===== config.mk =====
export PLATFORM = sky130hd
export DESIGN_NAME = led_driver_register_map
export DESIGN_NICKNAME = d
export VERILOG_FILES = /design/src/rtl/led_bank_pkg.sv /design/src/rtl/led_driver_register_map.sv
export SDC_FILE = /design/constraint.sdc
export NUM_CORES = 1
export LEC_CHECK = 0
export BUFFER_PORTS_ARGS = -buffer_cell sky130_fd_sc_hd__buf_2
export CAP_MARGIN = 10
export CORE_UTILIZATION = 43
export DETAILED_ROUTE_END_ITERATION = 6
export MAX_ROUTING_LAYER = met4
export PLACE_DENSITY = 0.7
export SYNTH_ARGS = -nofsm -noshare
export SYNTH_HDL_FRONTEND = slang
export SYNTH_SLANG_ARGS = --single-unit

===== constraint.sdc =====
create_clock -name mclk -period 6.2 [get_ports mclk]
set_clock_uncertainty 0.05 [all_clocks]
set_input_delay 0.31 -clock mclk [delete_from_list [all_inputs] [get_ports mclk]]
set_output_delay 0.31 -clock mclk [all_outputs]
set_load 0.05 [all_outputs]

===== src/rtl/led_bank_pkg.sv =====
// constants and field layout of the led driver register bank
// Function
// - address 0x00 is shutdown control; bit 0 selects shutdown; resets to zero
// - shutdown control bit 0 low means software shutdown; the block starts shut down
// - addresses 0x01..0x24 hold 8-bit duty values for channels 1..36, reset zero
// - writing zero to address 0x25 moves staged duty and control values to the outputs
// - addresses 0x26..0x49 hold per-channel enable and current scale, reset zero
// - address 0x4a holds one global enable control, reset zero
// - address 0x4b holds the common pwm frequency choice, reset zero
// - writing zero to address 0x4f returns every register to its default
// - duty and control writes stay staged until zero is written to the update address
// - zero written to soft reset restores defaults; same defaults after power-up
// - control bit 0 turns the led on; bits 2:1 scale current 1, 1/2, 1/3, 1/4
package led_bank_pkg;
  localparam int NUM_CH = 36;
  localparam logic [7:0] ADDR_SHUTDOWN = 8'h00;
  localparam logic [7:0] ADDR_DUTY_FIRST = 8'h01;
  localparam logic [7:0] ADDR_DUTY_LAST = 8'h24;
  localparam logic [7:0] ADDR_APPLY = 8'h25;
  localparam logic [7:0] ADDR_CTRL_FIRST = 8'h26;
  localparam logic [7:0] ADDR_CTRL_LAST = 8'h49;
  localparam logic [7:0] ADDR_GLOBAL = 8'h4a;
  localparam logic [7:0] ADDR_FREQ = 8'h4b;
  localparam logic [7:0] ADDR_SOFT_RESET = 8'h4f;
  localparam logic [7:0] TRIGGER_VALUE = 8'h00;
  localparam int SHUTDOWN_BIT = 0;
  localparam int GLOBAL_BIT = 0;
  localparam int FREQ_BIT = 0;
  localparam int CTRL_ON_BIT = 0;
  localparam int CTRL_SCALE_LSB = 1;
  localparam int CTRL_SCALE_MSB = 2;
  localparam logic [7:0] DUTY_RESET = 8'h00;
  localparam logic [2:0] CTRL_RESET = 3'h0;
  localparam logic FLAG_RESET = 1'b0;
  localparam logic [4:0] SLAVE_ADDR_HIGH = 5'h0f;
  localparam logic [2:0] LAST_BIT = 3'h7;
  typedef enum logic [2:0] {
    ST_IDLE = 3'b000,
    ST_DEV = 3'b001,
    ST_DEV_ACK = 3'b011,
    ST_REG = 3'b010,
    ST_REG_ACK = 3'b110,
    ST_DAT = 3'b111,
    ST_DAT_ACK = 3'b101
  } link_state_e;
endpackage


===== src/rtl/led_driver_register_map.sv =====
// write-only register bank of the 36-channel led driver behind its two-wire serial slave
`timescale 1ns/1ps
module led_driver_register_map (
  input wire logic mclk,
  input wire logic rst_n,
  input wire logic scl_in,
  input wire logic sda_in,
  output logic sda_out,
  output logic sda_oe,
  input wire logic [1:0] addr_select,
  output logic soft_shutdown_bit,
  output logic global_enable,
  output logic frequency_choice,
  output logic [led_bank_pkg::NUM_CH-1:0][7:0] channel_duty,
  output logic [led_bank_pkg::NUM_CH-1:0] channel_on,
  output logic [led_bank_pkg::NUM_CH-1:0][1:0] current_scale
);
  import led_bank_pkg::*;

  function automatic logic in_span(input logic [7:0] a, input logic [7:0] lo,
                                   input logic [7:0] hi);
    in_span = (a >= lo) && (a <= hi);
  endfunction

  function automatic logic [5:0] chan_index(input logic [7:0] a, input logic [7:0] base);
    logic [7:0] diff;
    diff = a - base;
    chan_index = diff[5:0];
  endfunction

  // two-flop synchronisers; stage one feeds only stage two
  logic scl_m, scl_s, scl_q;
  logic sda_m, sda_s, sda_q;
  logic [1:0] ad_m, ad_s;

  always_ff @(posedge mclk) begin
    scl_m <= scl_in;
    scl_s <= scl_m;
    scl_q <= scl_s;
    sda_m <= sda_in;
    sda_s <= sda_m;
    sda_q <= sda_s;
    ad_m <= addr_select;
    ad_s <= ad_m;
  end

  wire scl_rise = scl_s & ~scl_q;
  wire scl_fall = ~scl_s & scl_q;
  wire start_seen = scl_s & scl_q & sda_q & ~sda_s;
  wire stop_seen = scl_s & scl_q & ~sda_q & sda_s;

  link_state_e state, next_state;
  logic [7:0] shreg;
  logic [2:0] bitcnt;
  logic byte_done;
  logic [7:0] pointer;
  logic ack_drive;

  wire [7:0] rx_byte = shreg;
  wire shift_state = (state == ST_DEV) || (state == ST_REG) || (state == ST_DAT);
  wire ack_state = (state == ST_DEV_ACK) || (state == ST_REG_ACK) || (state == ST_DAT_ACK);
  // the read/write bit must be zero; a read request is simply not acknowledged
  wire addr_match = (rx_byte[7:1] == {SLAVE_ADDR_HIGH, ad_s}) && !rx_byte[0];
  wire byte_end = shift_state && byte_done && scl_fall;
  wire ack_end = ack_state && scl_fall;
  wire data_write = byte_end && (state == ST_DAT);

  always_comb begin
    next_state = state;
    unique case (state)
      ST_IDLE: next_state = ST_IDLE;
      ST_DEV: if (byte_end) next_state = addr_match ? ST_DEV_ACK : ST_IDLE;
      ST_DEV_ACK: if (ack_end) next_state = ST_REG;
      ST_REG: if (byte_end) next_state = ST_REG_ACK;
      ST_REG_ACK: if (ack_end) next_state = ST_DAT;
      ST_DAT: if (byte_end) next_state = ST_DAT_ACK;
      ST_DAT_ACK: if (ack_end) next_state = ST_DAT;
    endcase
    if (start_seen) next_state = ST_DEV;
    else if (stop_seen) next_state = ST_IDLE;
  end

  always_ff @(posedge mclk) begin
    if (!rst_n) begin
      state <= ST_IDLE;
      shreg <= 8'h00;
      bitcnt <= 3'h0;
      byte_done <= 1'b0;
      pointer <= 8'h00;
      ack_drive <= 1'b0;
    end else begin
      state <= next_state;
      if (start_seen || ack_end) begin
        bitcnt <= 3'h0;
        byte_done <= 1'b0;
      end else if (shift_state && scl_rise) begin
        shreg <= {shreg[6:0], sda_s};
        bitcnt <= bitcnt + 3'h1;
        byte_done <= (bitcnt == LAST_BIT);
      end
      if (byte_end && state == ST_REG) pointer <= rx_byte;
      else if (data_write) pointer <= pointer + 8'h01;
      // unlisted addresses are still acknowledged
      if (start_seen || stop_seen || ack_end) ack_drive <= 1'b0;
      else if (byte_end && (state != ST_DEV || addr_match)) ack_drive <= 1'b1;
    end
  end

  assign sda_out = 1'b0;
  assign sda_oe = ack_drive;

  // register decode on the completed data byte
  wire hit_shutdown = data_write && (pointer == ADDR_SHUTDOWN);
  wire hit_duty = data_write && in_span(pointer, ADDR_DUTY_FIRST, ADDR_DUTY_LAST);
  wire hit_ctrl = data_write && in_span(pointer, ADDR_CTRL_FIRST, ADDR_CTRL_LAST);
  wire hit_global = data_write && (pointer == ADDR_GLOBAL);
  wire hit_freq = data_write && (pointer == ADDR_FREQ);
  // only an all-zero byte triggers; other values are ignored
  wire do_apply = data_write && (pointer == ADDR_APPLY) && (rx_byte == TRIGGER_VALUE);
  wire do_clear = data_write && (pointer == ADDR_SOFT_RESET) && (rx_byte == TRIGGER_VALUE);
  wire [5:0] duty_idx = chan_index(pointer, ADDR_DUTY_FIRST);
  wire [5:0] ctrl_idx = chan_index(pointer, ADDR_CTRL_FIRST);
  wire bank_clear = !rst_n || do_clear;

  logic [7:0] duty_stage [NUM_CH];
  logic [2:0] ctrl_stage [NUM_CH];
  logic [2:0] ctrl_live [NUM_CH];

  always_ff @(posedge mclk) begin
    if (bank_clear) begin
      soft_shutdown_bit <= FLAG_RESET;
      global_enable <= FLAG_RESET;
      frequency_choice <= FLAG_RESET;
    end else begin
      if (hit_shutdown) soft_shutdown_bit <= rx_byte[SHUTDOWN_BIT];
      if (hit_global) global_enable <= rx_byte[GLOBAL_BIT];
      if (hit_freq) frequency_choice <= rx_byte[FREQ_BIT];
    end
  end

  // one process owns every channel word, so each array keeps a single driver
  always_ff @(posedge mclk) begin
    for (int ch = 0; ch < NUM_CH; ch++) begin
      if (bank_clear) begin
        duty_stage[ch] <= DUTY_RESET;
        ctrl_stage[ch] <= CTRL_RESET;
        channel_duty[ch] <= DUTY_RESET;
        ctrl_live[ch] <= CTRL_RESET;
      end else begin
        if (hit_duty && duty_idx == 6'(ch)) duty_stage[ch] <= rx_byte;
        if (hit_ctrl && ctrl_idx == 6'(ch)) begin
          ctrl_stage[ch] <= rx_byte[CTRL_SCALE_MSB:0];
        end
        // staged values reach the outputs only on the update trigger
        if (do_apply) begin
          channel_duty[ch] <= duty_stage[ch];
          ctrl_live[ch] <= ctrl_stage[ch];
        end
      end
    end
  end

  for (genvar ch = 0; ch < NUM_CH; ch++) begin : g_ch
    assign channel_on[ch] = ctrl_live[ch][CTRL_ON_BIT];
    assign current_scale[ch] = ctrl_live[ch][CTRL_SCALE_MSB:CTRL_SCALE_LSB];
  end

endmodule


==> impl_metrics.csv, run 1 <==
group,metric,value,unit
cells_and_area,multiInputGateArea,8509,sq um
status,run_status,"finished clean",
power_and_ir_drop,irDropWorstVdd,212.9,uV
yosys,synth_edf_count,504,
yosys,ys_seq_elements,829,
clock_network,clock_sinks,829,
drt,route.detailed.drc,0,
clock_network,htreeDepth,3,
die,rows,98,
die,fp.dieH,270.8,um
drt,vias,22382,
sta,setup_viol,0,
clock_network,cts_buffers,85,
placed_design,place_hpwl,58.23,mm
clock_network,cts_tree,"yes",
power_and_ir_drop,total_power,11510,uW
critical_path,cp_cell_sequence,"ha_1 > nand2b_1 > nor4_1 > nor4_4 > nand2_2 > o31ai_1",
drt,vias_per_cell,5.362,
die,dieArea,73360,sq um
critical_path,slowest_delay,1170,ps
drt,drt_iter0_markers,2366,
sta,finalHoldViolCount,0,
sta,rsz0062_at_grt,"false",
yosys,synth-seq-area-share,69.63,%
power_and_ir_drop,leakage,0.01280,uW
cells_and_area,fin_nets,3167,
global_route,gr-usage-all-layers,24.00,%
sta,max-slew-margin-rel,13.92,%
sta,fin_setup_tns,0,ps
drt,wirelength,87.82,mm
critical_path,cp_slowest_cell,"o31ai_1",
critical_path,rr_worst_depth,6,
cells_and_area,diodes,0,
critical_path,critPathArrivalTime,4720,ps
clock_network,root_buffer,"clkbuf_16",
drt,drtPass1Iterations,5,
critical_path,timing.rr.end,"duty_stage[4][5]$_SDFFCE_PN0P_",
critical_path,crit-reg2reg-launch,"pointer[0]$_SDFFE_PN0P_",
global_route,grt-ovfl-total,0,
critical_path,rrSetupSlack,1680,ps
clock_network,cts.reportedPaths.clkPinSlew,60,ps
cells_and_area,drive_above_1_share,19.26,%
cells_and_area,final_area,36720,sq um
placed_design,io_buffers,405,
die,die_x,270.8,um
yosys,synth_fp_nets,2852,
global_route,antenna_found_initial,0,
critical_path,path_class,"reg -> reg",
yosys,syn_area_per_cell,10.96,sq um
sta,period_share,72.96,%
yosys,synthesis.instances,2837,
yosys,syn_area,31080,sq um
drt,ant_nets,0,
clock_network,clk_path_buf_depth,3,
power_and_ir_drop,cellPowerDensity,313.6,nW/um^2
cells_and_area,finalCoreUtilization,51.37,%
yosys,yosysUniqueCellTypes,56,
yosys,ys.flop_type,"edfxtp_1",
drt,wl_per_cell,21.04,um
worst_hold_path,hp-class,"in -> reg",
global_route,grt_max_degree,225,
critical_path,worstPathRequired,6400,ps
sta,hold_ws,215.1,ps
cells_and_area,regArea,21640,sq um
die,ios,407,
clock_network,clk-insertion-delay-late,660,ps
sta,max_freq,0.2211,GHz
worst_hold_path,holdPathStages,2,
yosys,ys_warn_count,0,
die,coreArea,71490,sq um
critical_path,crit_path_start_kind,"flip-flop",
critical_path,endpoint_kind,"flip-flop",
critical_path,crit_path_max_fanout,63,
global_route,grt_pass1_wl,128.6,mm
worst_hold_path,hold_path.startpoint,"rst_n",
yosys,async_flop_share,0,%
clock_network,cts_resized,0,
sta,fin_crit,4524,ps
die,start_util,43.48,%
job,drv_cap,0,
sta,final_max_slew_viol_count,0,
placed_design,post_dp_cell_area,33830,sq um
worst_hold_path,hold_path_end,"pointer[1]$_SDFFE_PN0P_",
cells_and_area,n_fill_cell,6301,
global_route,grt_pass1_vias,20831,
placed_design,routabilityCongestion,0.8826,
clock_network,cts_setup_buffers,0,
cells_and_area,synthToLayoutAreaGrowth,18.14,%
sta,tightest_slew,1278,ps
-- placed cells by master, fill, tap and decap left out, types with 13 or more instances in the layout --
cell type | netlist | routed
and2_1 | 120 | 120
inv_1 | 14 | 14
clkinv_2 | 0 | 13
edfxtp_1 | 504 | 504
nor2_1 | 232 | 232
clkbuf_1 | 187 | 17
clkbuf_16 | 0 | 88
o21ai_0 | 55 | 52
mux2i_1 | 15 | 15
dfxtp_1 | 325 | 325
a21o_1 | 16 | 16
nor3_1 | 86 | 86
nand2_1 | 669 | 668
a21oi_1 | 296 | 296
buf_2 | 37 | 409
buf_4 | 1 | 51
nand3_1 | 28 | 28
nor4_1 | 118 | 118
-- how the worst max path moves through the flow --
stage / to / slack, ps / start / cells past startpoint
final: duty_stage[4][5]$_SDFFCE_PN0P_ / 1680 / pointer[0]$_SDFFE_PN0P_ / 6
after global routing: duty_stage[4][9]$_SDFFCE_PN0P_ / 1360 / pointer[0]$_SDFFE_PN0P_ / 6
after CTS: duty_stage[0][8]$_SDFFCE_PN0P_ / 1720 / pointer[0]$_SDFFE_PN0P_ / 6
after detailed placement: duty_stage[0][13]$_SDFFCE_PN0P_ / 1740 / pointer[0]$_SDFFE_PN0P_ / 6
after global placement: ctrl_stage[8][10]$_SDFFCE_PN0P_ / 1910 / pointer[0]$_SDFFE_PN0P_ / 7
after floorplan: ctrl_live[0][0]$_SDFFCE_PN0P_ / 1260 / rx_byte[0]$_SDFFE_PN0P_ / 8
-- layer usage --
layer	global-route usage (%)	part of all wire (%)	wire length, um	vias up
li1	-	-	-	10419
met1	31.27	41	35790	10757
met2	37.47	48	41730	1047
met3	4.899	9.0	7942	159
met4	7.835	2.7	2358	0
met5	-	0	0	-
-- Yosys cell counts, drive strengths merged, types with 2 or more instances --
cell / number / area [sq um]
nand2: 670 / 2517
edfxtp: 504 / 15130
dfxtp: 325 / 6506
a21oi: 296 / 1481
nor2: 232 / 870.8
clkbuf: 188 / 706.9
and2: 120 / 750.7
nor4: 119 / 759.5
nor3: 87 / 440.4
o21ai: 56 / 280.3
buf: 51 / 241.5
nand3: 31 / 170.2
a21o: 16 / 120.1
mux2i: 15 / 150.1
inv: 14 / 52.55
nor2b: 11 / 68.82
xnor2: 10 / 87.58
ha: 9 / 112.6
nand2b: 9 / 56.30
o31ai: 9 / 67.56
a21boi: 7 / 52.55
or2: 7 / 43.79
a31oi: 5 / 31.28
nand4: 5 / 31.28
nor4b: 5 / 43.79
xor2: 4 / 35.03
a22oi: 3 / 22.52
and3: 3 / 18.77
or4: 3 / 22.52
a32oi: 2 / 17.52
nand3b: 2 / 15.01
nor3b: 2 / 15.01
or3: 2 / 12.51
-- cell type report --
| type | count | share of cell area, % |
|---|---|---|
| Clock buffer | 119 | 6.648 |
| Clock inverter | 40 | 1.039 |
| Inverter | 14 | 0.1431 |
| Multi-Input combinational cell | 1755 | 23.17 |
| Sequential cell | 829 | 58.94 |
| Tap cell | 950 | 3.237 |
| Timing Repair Buffer | 467 | 6.822 |
-- sequential cells by signal, summed over array words and instances (netlist names), named ones only --
name,cells
pointer,8
ad_m,2
sda_s,1
duty_stage,288
sda_q,1
state,2
frequency_choice,1
sda_m,1
scl_q,1
sda_oe,1
ctrl_live,108
bitcnt,3
byte_done,1
soft_shutdown_bit,1
ad_s,2
channel_duty,288
scl_m,1
global_enable,1
ctrl_stage,108
scl_s,1
rx_byte,8
-- logic make-up after synthesis --
group	share of synthesized area [%]
AO/OA/AOI/OAI	7.017
XOR/XNOR	0.3945
adder cells (fa/ha/maj)	0.3623
buffers and inverters	3.221
flip-flops	69.63
multiplexers	0.4831
other	0.01207
AND/OR/NAND/NOR	18.88
-- critical path, delay by kind of cell (launching register included) --
family | cells | cell delay (ps)
flops | 1 | 510
fa+ha+maj | 1 | 700
simple gates | 4 | 1650
compound gates | 1 | 1170
-- metrics by stage --
step                      worst slack (ps)  instances
after floorplan                       1263       2837
after global placement                1908       4004
after detailed placement              1745       4006
after CTS                             1724       4169
after global routing                  1364       4174
final                                 1676       4174
-- report_power, final --
group          internal (uW)  switching, uW
Clock                   2950           2170
Sequential              6000           67.3
Combinational           51.9            271
-- repair_timing --
item | CTS | global route
endpoints found under the hold margin | 4 | 0
hold buffers | 4 | 0
endpoints found under the setup margin | 0 | 0
(Power assumes the default switching activity.)
==> run 2, diff against run 1 <==
clock period = 4.51 ns   (was 6.2 ns; I/O delays follow)
==> impl_metrics.csv, run 2 (synthesis gave the netlist of run 1 again) <==
group,metric,value,unit
critical_path,worstPathRequired,4800,ps
drt,vias_per_cell,5.326,
cells_and_area,fin_nets,3199,
die,rows,98,
power_and_ir_drop,leakage,0.01297,uW
sta,max-slew-margin-rel,25.75,%
clock_network,cts_tree,"yes",
sta,fin_setup_tns,0,ps
placed_design,routabilityCongestion,0.8978,
critical_path,cp_cell_sequence,"nand3b_1 > or3_1 > nor4_1 > nand3_1 > o21ai_0 > buf_4",
cells_and_area,reg_top3,"channel_duty x288, duty_stage x288",
clock_network,root_buffer,"clkbuf_16",
cells_and_area,drive_above_1_share,19.91,%
placed_design,io_buffers,405,
global_route,grt_pass1_vias,21157,
critical_path,slowest_delay,850,ps
power_and_ir_drop,cellPowerDensity,424.4,nW/um^2
die,coreArea,71490,sq um
drt,route.detailed.drc,0,
die,dieArea,73360,sq um
drt,wl_per_cell,20.82,um
worst_hold_path,hold_path_end,"pointer[1]$_SDFFE_PN0P_",
critical_path,crit_path_start_kind,"flip-flop",
placed_design,place_hpwl,57.97,mm
critical_path,path_class,"reg -> reg",
die,start_util,43.48,%
critical_path,crit-reg2reg-launch,"scl_s$_DFF_P_",
die,fp.dieH,270.8,um
cells_and_area,final_cell_mix,"nand2_1, edfxtp_1, buf_2, dfxtp_1, a21oi_1",
global_route,grt_pass1_wl,127.8,mm
global_route,grt-ovfl-total,0,
cells_and_area,final_common_cell,"nand2_1",
critical_path,crit_buf_inv,1,
critical_path,path_delay_family,"simple AND/OR/NAND/NOR gates",
clock_network,cts_buffers,83,
clock_network,cts_resized,0,
sta,setup_viol,0,
sta,finalHoldViolCount,0,
clock_network,cts.reportedPaths.clkPinSlew,70,ps
clock_network,hold_buffers,4,
clock_network,clock_sinks,829,
job,drv_cap,0,
clock_network,clk-insertion-delay-late,630,ps
die,ios,407,
critical_path,rrSetupSlack,790,ps
critical_path,timing.rr.end,"duty_stage[2][31]$_SDFFCE_PN0P_",
die,die_x,270.8,um
sta,final_max_slew_viol_count,0,
sta,rsz0062_at_grt,"false",
clock_network,htreeDepth,3,
critical_path,rr_worst_depth,6,
power_and_ir_drop,irDropWorstVdd,263.2,uV
critical_path,cp_slowest_cell,"nor4_1",
clock_network,clk_path_buf_depth,3,
worst_hold_path,holdPathStages,3,
worst_hold_path,hp-class,"in -> reg",
drt,ant_nets,0,
sta,period_share,82.44,%
critical_path,endpoint_kind,"flip-flop",
status,run_status,"finished clean",
cells_and_area,synthToLayoutAreaGrowth,19.03,%
critical_path,crit_path_max_fanout,8,
global_route,grt_max_degree,182,
global_route,gr-usage-all-layers,23.84,%
drt,vias,22402,
global_route,antenna_found_initial,2,
sta,max_freq,0.2690,GHz
cells_and_area,n_fill_cell,6252,
cells_and_area,finalCoreUtilization,51.75,%
drt,wirelength,87.59,mm
critical_path,critPathArrivalTime,4000,ps
worst_hold_path,hold_path.startpoint,"rst_n",
sta,tightest_slew,1111,ps
drt,drt_iter0_markers,2239,
clock_network,cts_setup_buffers,0,
drt,drtPass1Iterations,5,
sta,fin_crit,3718,ps
==> run 2: cell types whose count changed in the layout (fill, tap and decap cells not counted), moves of 3 or more <==
cell / previous run / this run
buf_4: 51 / 84
buf_12: 1 / 8
buf_2: 409 / 405
clkinv_1: 8 / 11
inv_16: 3 / 0
clkbuf_8: 12 / 6
clkinv_2: 13 / 16
==> run 2: report_power, final <==
| group | internal (uW) | switching (uW) |
|---|---|---|
| registers | 8250 | 87.7 |
| logic | 90.5 | 375 |
| clock network | 3970 | 2930 |
==> run 2: worst register-to-register path, stage by stage, from the launching register on <==
cell      delay (ps)
dfxtp_1          370
nand3b_1         280
or3_1            570
nor4_1           850
nand3_1          490
o21ai_0          590
buf_4            240
==> run 2: final cells by class <==
class / instances / area [sq um] / area share (%)
clock buffers: 111 / 2349 / 6.348
repair buffers: 501 / 2858 / 7.725
flip-flops and latches: 829 / 21640 / 58.50
inverters: 14 / 52.55 / 0.1421
well taps: 950 / 1189 / 3.213
clock inverters: 44 / 390.4 / 1.055
multi-input cells: 1755 / 8509 / 23.00
diodes: 2 / 5.005 / 0.01353
==> run 2: how the worst max path moves through the flow <==
stage | start | to | slack, ps | cells after the start
6_report | scl_s$_DFF_P_ | duty_stage[2][31]$_SDFFCE_PN0P_ | 790 | 6
2_1_floorplan | rx_byte[0]$_SDFFE_PN0P_ | ctrl_live[0][0]$_SDFFCE_PN0P_ | 600 | 8
4_1_cts | scl_s$_DFF_P_ | duty_stage[2][31]$_SDFFCE_PN0P_ | 820 | 6
3_5_place_dp | scl_s$_DFF_P_ | duty_stage[2][29]$_SDFFCE_PN0P_ | 850 | 6
3_3_place_gp | scl_s$_DFF_P_ | duty_stage[2][29]$_SDFFCE_PN0P_ | 960 | 6
5_1_grt | scl_s$_DFF_P_ | duty_stage[2][31]$_SDFFCE_PN0P_ | 660 | 6
==> run 2: through the flow <==
stage | hold WS [ps] | area [sq um] | total power, uW | std cells | setup slack, ps
2_1_floorplan | 203.2 | 31080 | 8788 | 2837 | 595.7
3_3_place_gp | 263.4 | 34210 | 8954 | 4045 | 957.7
3_5_place_dp | 266.1 | 34210 | 8960 | 4045 | 846.7
4_1_cts | 94.82 | 36990 | 15800 | 4204 | 824.0
5_1_grt | 139.8 | 36990 | 16120 | 4206 | 655.3
6_report | 142.3 | 36990 | 15700 | 4206 | 792.0
==> run 2: routing by layer <==
metal	routed length (um)	GRT usage [%]
met1	36180	30.90
met2	41440	37.04
met3	7310	4.784
met4	2652	8.698
met5	0	-
